--- src/logic/cam_pkg.sv ---
// ----------------------------------------
// Register map and field layout
// ----------------------------------------
package cam_pkg;
    // Register offsets
    localparam logic [7:0] OFS_CONFIG_TWO = 8'h73;
    localparam logic [7:0] OFS_ALERT_MASK_ONE = 8'h74;
    localparam logic [7:0] OFS_ALERT_MASK_TWO = 8'h75;
    // Values after reset
    localparam logic [7:0] RST_CONFIG_TWO = 8'h00;
    localparam logic [7:0] RST_ALERT_MASK_ONE = 8'h00;
    localparam logic [7:0] RST_ALERT_MASK_TWO = 8'h00;
    localparam logic [7:0] RST_READ_DATA = 8'h00;
    // Answer to an unmapped read
    localparam logic [7:0] UNMAPPED_READ = 8'h00;
    // Config two fields
    localparam int CFG_PRES_EN = 0;
    localparam int CFG_DET_LO = 1;
    localparam int CFG_DET_HI = 3;
    localparam int CFG_AVG_OFF = 4;
    localparam int CFG_ATTENUATOR_BYPASS_BYP = 5;
    localparam int CFG_SINGLE = 6;
    localparam int CFG_SHUTDOWN_REQUEST = 7;
    // Software writable bits of config two
    localparam logic [7:0] CFG_WR_MASK = 8'hF1;
    // Mask one fields
    localparam int M1_PROC_SUPPLY = 1;
    localparam int M1_SUPPLY = 2;
    localparam int M1_REMOTE_ONE = 4;
    localparam int M1_LOCAL = 5;
    localparam int M1_REMOTE_TWO = 6;
    localparam int M1_OVERRIDE = 7;
    // Mask two fields
    localparam int M2_OVERTEMP = 1;
    localparam int M2_FAN_ONE = 2;
    localparam int M2_FAN_THREE = 4;
    localparam int M2_FAN_FOUR = 5;
    localparam int M2_DIODE_ONE = 6;
    localparam int M2_DIODE_TWO = 7;
    // Bits of status one that the mask one gates
    localparam logic [7:0] M1_GATED = 8'h76;
    // Bits of status two that the mask two gates
    localparam logic [7:0] M2_GATED = 8'hFE;
    // Single channel source codes
    localparam logic [2:0] SRC_PROC_SUPPLY = 3'h1;
    localparam logic [2:0] SRC_SUPPLY = 3'h2;
    localparam logic [2:0] SRC_REMOTE_ONE = 3'h5;
    localparam logic [2:0] SRC_LOCAL = 3'h6;
    localparam logic [2:0] SRC_REMOTE_TWO = 3'h7;
    localparam logic [2:0] SRC_NONE = 3'h0;
    // Synchroniser depth for pin inputs
    localparam int SYNC_STAGES = 2;
endpackage : cam_pkg

--- src/logic/cam_regs.sv ---
`timescale 1ns/1ps
module cam_regs #(
    parameter int DATA_W = 8
) (
    // Clock and reset
    input wire logic core_clk,
    input wire logic rstn,
    // Register port from the serial interface
    input wire logic [7:0] reg_addr,
    input wire logic reg_wr,
    input wire logic reg_rd,
    input wire logic [DATA_W-1:0] reg_wdata,
    output logic [DATA_W-1:0] reg_rdata,
    // Lock from the first configuration register
    input wire logic config_lock,
    // Four-wire fan sense pins, channels 1 to 3
    input wire logic [2:0] four_wire_sense_pin,
    // Status events from the status registers
    input wire logic [DATA_W-1:0] status_one,
    input wire logic [DATA_W-1:0] status_two,
    // Fourth tach pin carries the overtemp input
    input wire logic fourth_tach_input_is_overtemp,
    input wire logic fan_four_fault,
    input wire logic overtemp_timer_event,
    // Fan drive polarity and source select field
    input wire logic polarity_invert,
    input wire logic [2:0] source_select,
    // Configuration controls to the datapath
    output logic averaging_disable,
    output logic attenuator_bypass,
    output logic single_channel_convert,
    output logic [2:0] convert_source,
    output logic convert_source_valid,
    // Fan drive override during shutdown
    output logic shutdown_request,
    output logic fan_force_off,
    output logic fan_off_level,
    // Alert pin, active low
    output logic smbalert_n
);

    // ----------------------------------------
    // Decode helpers
    // ----------------------------------------

    // Offset match is shared by the write and read paths,
    // so both always agree on which register a strobe hits
    // Address aimed at one offset, for writes and reads
    function automatic logic hit(input logic [7:0] a, input logic [7:0] ofs);
        hit = (a == ofs);
    endfunction : hit

    // Reserved codes must never steer the converter
    // Only five codes name a real input
    function automatic logic source_ok(input logic [2:0] c);
        case (c)
            cam_pkg::SRC_PROC_SUPPLY,
            cam_pkg::SRC_SUPPLY,
            cam_pkg::SRC_REMOTE_ONE,
            cam_pkg::SRC_LOCAL,
            cam_pkg::SRC_REMOTE_TWO: source_ok = 1'b1;
            default: source_ok = 1'b0;
        endcase
    endfunction : source_ok

    // ----------------------------------------
    // Pin synchroniser
    // ----------------------------------------

    // Sense pins change with no regard to core_clk;
    // two stages trade two cycles of delay for safety
    // Detect bits therefore show a pin change two cycles late
    // Stage one is read only by stage two
    logic [2:0] sense_meta;
    logic [2:0] sense_sync;
    logic [2:0] next_sense_meta;
    logic [2:0] next_sense_sync;

    // Shift the sense pins through two stages
    always_comb begin
        next_sense_meta = four_wire_sense_pin;
        next_sense_sync = sense_meta;
    end

    // Register the synchroniser
    always_ff @(posedge core_clk) begin
        if (!rstn) begin
            sense_meta <= 3'h0;
            sense_sync <= 3'h0;
        end else begin
            sense_meta <= next_sense_meta;
            sense_sync <= next_sense_sync;
        end
    end

    // ----------------------------------------
    // Register file
    // ----------------------------------------

    // Stored registers and their next values
    // Stored writable bits of config two
    logic [7:0] config_two;
    logic [7:0] alert_mask_one;
    logic [7:0] alert_mask_two;
    logic [7:0] next_config_two;
    logic [7:0] next_alert_mask_one;
    logic [7:0] next_alert_mask_two;
    // Detect bits as software sees them
    logic [2:0] detect_view;
    logic [7:0] config_view;

    // Lock from config one protects only config two;
    // the mask registers stay writable so alerts can be tuned
    // A write to any other offset changes nothing here
    // Write handling
    always_comb begin
        next_config_two = config_two;
        next_alert_mask_one = alert_mask_one;
        next_alert_mask_two = alert_mask_two;
        // Locked config ignores writes silently
        if (reg_wr && hit(reg_addr, cam_pkg::OFS_CONFIG_TWO) && !config_lock) begin
            // Detect bits are read-only, never stored
            next_config_two = reg_wdata[7:0] & cam_pkg::CFG_WR_MASK;
        end
        // Masks take the whole byte, no read-only bits
        if (reg_wr && hit(reg_addr, cam_pkg::OFS_ALERT_MASK_ONE)) begin
            next_alert_mask_one = reg_wdata[7:0];
        end
        // Bit zero of mask two is stored but gates nothing
        if (reg_wr && hit(reg_addr, cam_pkg::OFS_ALERT_MASK_TWO)) begin
            next_alert_mask_two = reg_wdata[7:0];
        end
    end

    // Register the register file
    always_ff @(posedge core_clk) begin
        if (!rstn) begin
            config_two <= cam_pkg::RST_CONFIG_TWO;
            alert_mask_one <= cam_pkg::RST_ALERT_MASK_ONE;
            alert_mask_two <= cam_pkg::RST_ALERT_MASK_TWO;
        end else begin
            config_two <= next_config_two;
            alert_mask_one <= next_alert_mask_one;
            alert_mask_two <= next_alert_mask_two;
        end
    end

    // ----------------------------------------
    // Read path
    // ----------------------------------------

    // Next read data; holds when no read is pending
    logic [DATA_W-1:0] next_reg_rdata;

    // Detect bits read zero while presence sensing is off
    always_comb begin
        detect_view = config_two[cam_pkg::CFG_PRES_EN] ? sense_sync : 3'h0;
        config_view = config_two;
        config_view[cam_pkg::CFG_DET_HI:cam_pkg::CFG_DET_LO] = detect_view;
    end

    // Registered read data gives the bus a fixed one-cycle answer
    // and keeps the mux glitches off the port
    // A write and a read in one cycle return the old value
    // Read data is held until the next read
    always_comb begin
        next_reg_rdata = reg_rdata;
        if (reg_rd) begin
            if (hit(reg_addr, cam_pkg::OFS_CONFIG_TWO)) begin
                next_reg_rdata = DATA_W'(config_view);
            end else if (hit(reg_addr, cam_pkg::OFS_ALERT_MASK_ONE)) begin
                next_reg_rdata = DATA_W'(alert_mask_one);
            end else if (hit(reg_addr, cam_pkg::OFS_ALERT_MASK_TWO)) begin
                next_reg_rdata = DATA_W'(alert_mask_two);
            end else begin
                // Unmapped offsets answer a fixed value
                next_reg_rdata = DATA_W'(cam_pkg::UNMAPPED_READ);
            end
        end
    end

    // Register the read data
    always_ff @(posedge core_clk) begin
        if (!rstn) begin
            reg_rdata <= DATA_W'(cam_pkg::RST_READ_DATA);
        end else begin
            reg_rdata <= next_reg_rdata;
        end
    end

    // ----------------------------------------
    // Alert gating
    // ----------------------------------------

    // Gating is pure logic on the live status inputs;
    // clearing a status bit is the status block's job
    // Alert is registered, so it lags an event by one cycle
    // Status two as gated, bit five chosen by pin use
    logic [7:0] status_two_eff;
    logic [7:0] gate_one;
    logic [7:0] gate_two;
    // Unmasked event sums per status register
    logic any_one;
    logic any_two;
    // Every mask two event bit set
    logic all_two_masked;
    // Alert level before the output flip-flop
    logic next_alert;

    // Mask bits only gate; status inputs pass through unaltered except status two bit five
    always_comb begin
        status_two_eff = status_two[7:0];
        // Same mask bit serves fan four or timer event
        status_two_eff[cam_pkg::M2_FAN_FOUR] = fourth_tach_input_is_overtemp ?
            overtemp_timer_event : fan_four_fault;
        // Ungated bits always pass; gated ones obey mask one
        gate_one = ~(alert_mask_one & cam_pkg::M1_GATED);
        // Mask two gates overtemp, fans and diodes
        gate_two = ~(alert_mask_two & cam_pkg::M2_GATED);
        // Override bit of mask one is not an event gate
        gate_one[cam_pkg::M1_OVERRIDE] = 1'b1;
        any_one = |(status_one[7:0] & gate_one);
        all_two_masked = &alert_mask_two[cam_pkg::M2_DIODE_TWO:cam_pkg::M2_OVERTEMP];
        any_two = |(status_two_eff & gate_two);
        // All masked yet override clear: events still alert
        // Bit zero is ungated, so it stays in the sum here too
        if (all_two_masked && !alert_mask_one[cam_pkg::M1_OVERRIDE]) begin
            any_two = |status_two_eff;
        end
        next_alert = any_one || any_two;
    end

    // ----------------------------------------
    // Control outputs
    // ----------------------------------------

    // Next values of the control outputs
    logic next_avg;
    logic next_attenuator_bypass;
    logic next_single;
    logic [2:0] next_source;
    logic next_source_valid;
    logic next_shutdown_request;
    logic next_off_level;

    // Mode and shutdown outputs mirror config two one cycle behind it, two cycles after a write
    // Shutdown and force-off come from one bit on purpose:
    // the fan drivers need not decode the register
    // Decode the stored configuration
    always_comb begin
        next_avg = config_two[cam_pkg::CFG_AVG_OFF];
        next_attenuator_bypass = config_two[cam_pkg::CFG_ATTENUATOR_BYPASS_BYP];
        next_single = config_two[cam_pkg::CFG_SINGLE];
        // Reserved codes are flagged, not forwarded
        next_source_valid = source_ok(source_select);
        next_source = next_source_valid ? source_select : cam_pkg::SRC_NONE;
        next_shutdown_request = config_two[cam_pkg::CFG_SHUTDOWN_REQUEST];
        // Off level is high only with inverted drive
        next_off_level = polarity_invert;
    end

    // Alert idles high, the released level of the pin
    // Reset values match config two at power-on
    // Every output leaves a flip-flop
    always_ff @(posedge core_clk) begin
        if (!rstn) begin
            averaging_disable <= 1'b0;
            attenuator_bypass <= 1'b0;
            single_channel_convert <= 1'b0;
            convert_source <= cam_pkg::SRC_NONE;
            convert_source_valid <= 1'b0;
            shutdown_request <= 1'b0;
            fan_force_off <= 1'b0;
            fan_off_level <= 1'b0;
            smbalert_n <= 1'b1;
        end else begin
            averaging_disable <= next_avg;
            attenuator_bypass <= next_attenuator_bypass;
            single_channel_convert <= next_single;
            convert_source <= next_source;
            convert_source_valid <= next_source_valid;
            shutdown_request <= next_shutdown_request;
            fan_force_off <= next_shutdown_request;
            fan_off_level <= next_off_level;
            smbalert_n <= !next_alert;
        end
    end

endmodule : cam_regs

--- config.mk ---
export PLATFORM = sky130hd
export DESIGN_NAME = cam_regs
export DESIGN_NICKNAME = d
export VERILOG_FILES = /design/src/logic/cam_pkg.sv /design/src/logic/cam_regs.sv
export SDC_FILE = /design/constraint.sdc
export NUM_CORES = 1
export LEC_CHECK = 0
export BUFFER_PORTS_ARGS = -buffer_cell sky130_fd_sc_hd__clkbuf_2
export CAP_MARGIN = 20
export CORE_ASPECT_RATIO = 1.4
export CORE_MARGIN = 5
export CORE_UTILIZATION = 45
export CTS_CLUSTER_DIAMETER = 60
export DETAILED_ROUTE_END_ITERATION = 10
export MAX_ROUTING_LAYER = met4
export PLACE_DENSITY = 0.84
export SLEW_MARGIN = 10
export SYNTH_ARGS = -nofsm -noshare
export SYNTH_HDL_FRONTEND = slang
export SYNTH_SLANG_ARGS = --single-unit
--- constraint.sdc ---
create_clock -name core_clk -period 1.2 [get_ports core_clk]
set_input_delay 0.18 -clock core_clk [delete_from_list [all_inputs] [get_ports core_clk]]
set_output_delay 0.18 -clock core_clk [all_outputs]
set_load 0.005 [all_outputs]
==> impl_metrics.csv <==
group,metric,value,unit
place,place.gp.congestion,0.829,
clocking,cts.sinks,45,
timing,fin_crit,1240,ps
grt,groute.usage.overall,0.174,
outcome,violations,"negative setup slack",
setup_path,crit_family,"compound AO/OA/AOI/OAI gates",
timing,fin_crit_sh,1.04,
route,routed_wl,4330,um
setup_path,worst-path-buf-inv,1,
timing,finalSetupViolCount,1,
place,placed_area,2450,sq um
final_layout,antenna_cells,0,
place,dp_hpwl,3470,um
grt,grt_start_max_net_pins,50,
timing,drv_slew,0,
synthesis,syn_inst,201,
floorplan,die_w,66,um
route,ant_nets,0,
synthesis,synth_top_flop_cell,"dfxtp_1",
grt,grt_overflow_total,0,
timing,final.setup_skew,1.88,ps
synthesis,synth_area_leaders,"dfxtp_1 (46%), mux2i_1 (7.1%), and2_1 (4.1%)",
hold_path,hold_class,"input port to register",
synthesis,synth_largest_area_cell,"dfxtp_1",
synthesis,yosysWarningCount,0,
timing,fin_ws,-42.9,ps
setup_path,critPathLaunchType,"register",
setup_path,crit_path_end_kind,"register",
grt,grtUsageMet2,0.285,
route,viasPerCell,4.91,
synthesis,synth_common_cells,"dfxtp_1 (45), nand2_1 (19), mux2i_1 (14), and2_1 (13), inv_1 (13)",
timing,rsz0062_at_grt,"true",
setup_path,rrSetupSlack,-40,ps
timing,fmax,0.805,GHz
floorplan,core_area,4240,sq um
floorplan,die_y,88.4,um
synthesis,syn_nets,248,
synthesis,synth_cell_types,43,
final_layout,final_cell_area,2570,sq um
pwr,power.density,1060,nW/um^2
route,drtPass1Iterations,4,
route,wire_per_inst,12.8,um
grt,use_met1,0.193,
setup_path,slowest_stage,"dfxtp_2",
final_layout,final_nets,325,
clocking,cts_tree,"yes",
floorplan,initial_core_util,0.466,
grt,grt_pass1_wl,7560,um
setup_path,crit_chain,"inv_2, a222oi_1, o211ai_1, o21a_1, o41ai_2",
synthesis,synth_top_area_frac,0.456,
pwr,max-vdd-ir-drop,0.000825,V
synthesis,yosys.area_share.simple,0.222,
clocking,path_clk_slew,80,ps
timing,hold_violations,0,
synthesis,synth_xor_area_frac,0,
outcome,status,"finished with violations",
job,max_cap_viol_count,0,
timing,relSlewSlack,0.810,
route,drc,0,
clocking,cts_buffers,5,
floorplan,fp.dieArea,5830,sq um
final_layout,areaGrowthSynthToFinish,29.9,%
setup_path,cp.arrival,1460,ps
final_layout,final_cells,339,
clocking,post-cts-setup-buffers,0,
route,via_count,1666,
setup_path,critical_path_required,1410,ps
pwr,p_total,2.71,mW
floorplan,row_count,28,
place,place_inst,331,
synthesis,synth_top_family_by_area,"simple AND/OR/NAND/NOR gates",
setup_path,cp_max_fo,2,
setup_path,crit_path_max_incr_delay,340,ps
synthesis,synth-compound-area-share,0.166,
place,place_ws,-287,ps
place,io_buffers,64,
synthesis,synthAdderAreaFrac,0,
clocking,cts-root-buf,"clkbuf_8",
synthesis,ys_seq_elements,45,
setup_path,path_class,"register to register",
synthesis,ys_seq_area_frac,0.456,
final_layout,drive_gt1_frac,0.430,
grt,grt-busiest-layer,"met2",
synthesis,synth_mux_area_frac,0.0937,
synthesis,avgSynthCellArea,9.83,sq um
synthesis,yosysMostFrequentCell,"dfxtp_1",
grt,antenna_found_initial,0,
floorplan,io_pins,66,
clocking,cts_buffer_depth,2,
timing,worstMarginPinSlew,285,ps
grt,grt_use_met3,0.0394,
clocking,h-tree-depth,2,
clocking,clock_latency,300,ps
synthesis,synth_edf_count,0,
route,drtIter0Drc,38,
grt,grt_pass1_vias,1685,
pwr,p_leak,1.19,nW
synthesis,syn-cell-area,1980,sq um
synthesis,async_flop_share,0,
## kinds of logic (layout without fill, tap and decap cells)
logic type             count (synthesis)  in the layout
AOI/OAI and AO/OA                     42             42
muxes                                 18             18
and+or+nand+nor                       71             71
buffers and inverters                 25            103
DFF                                   45             45
## registers in the layout, indices dropped and copies added (netlist names), 3 cells and up
name,cells
convert_source,3
config_two,5
reg_rdata,8
sense_sync,3
next_sense_sync,3
alert_mask_one,8
alert_mask_two,8
## power breakdown
| part | internal, mW | switching, mW | leakage, nW | total (mW) |
|---|---|---|---|---|
| combinational | 0.133 | 0.129 | 0.784 | 0.262 |
| sequential | 1.52 | 0.00817 | 0.369 | 1.53 |
| clock | 0.408 | 0.513 | 0.0364 | 0.920 |
## cell type report
| cell class | instances | area (sq um) |
|---|---|---|
| Fill cell | 385 | 1670 |
| Multi-Input combinational cell | 131 | 976 |
| Sequential cell | 45 | 907 |
| Timing Repair Buffer | 82 | 468 |
| Tap cell | 60 | 75.1 |
| Clock buffer | 5 | 68.8 |
| Inverter | 13 | 48.8 |
| Clock inverter | 3 | 22.5 |
## layer usage
| metal | vias to the layer above | share of wire |
|---|---|---|
| met5 | - | 0 |
| li1 | 865 | - |
| met3 | 10 | 0.051 |
| met2 | 48 | 0.50 |
| met4 | 0 | 0.034 |
| met1 | 743 | 0.42 |
## worst reg2reg max path: stages, from the launching register on
cell	delay, ps
dfxtp_2	340
inv_2	30
a222oi_1	280
o211ai_1	140
o21a_1	190
o41ai_2	170
## what timing repair did
action | in CTS | in global routing
resized for setup | 5 | 2
pin swaps | 3 | 3
endpoints found under the setup margin | 1 | 17
hold buffers | 0 | 0
endpoints found under the hold margin | 0 | 0
## placed cells by master (no fill, tap or decap), drive strengths merged, types with 4 or more instances in the layout
master   n
nand3   11
mux2     4
a21o     4
o22ai    5
nor2b   10
clkbuf  69
o21ai   13
o211a    4
inv     13
nand2   20
dfxtp   45
mux2i   14
and2    13
buf     18
a31oi    4
nand4    5
a22oi    4
## per-stage QoR
stage	util	hold slack, ps	TNS (ps)
2_1_floorplan	-	302	-62.1
3_3_place_gp	0.579	385	-4930
3_5_place_dp	0.579	391	-6120
4_1_cts	0.604	73.9	-51.2
5_1_grt	0.605	73.9	-157
6_report	0.605	79.4	-42.9
## worst paths after layout
path	start	to	depth (start not counted)
worst min-delay path	polarity_invert	fan_off_level	2
worst min register to register	next_sense_sync[1]	sense_sync[1]	1
worst max-delay path	alert_mask_two[3]	smbalert_n	5
worst max register to register	alert_mask_two[3]	smbalert_n	5
(Power assumes the default switching activity.)
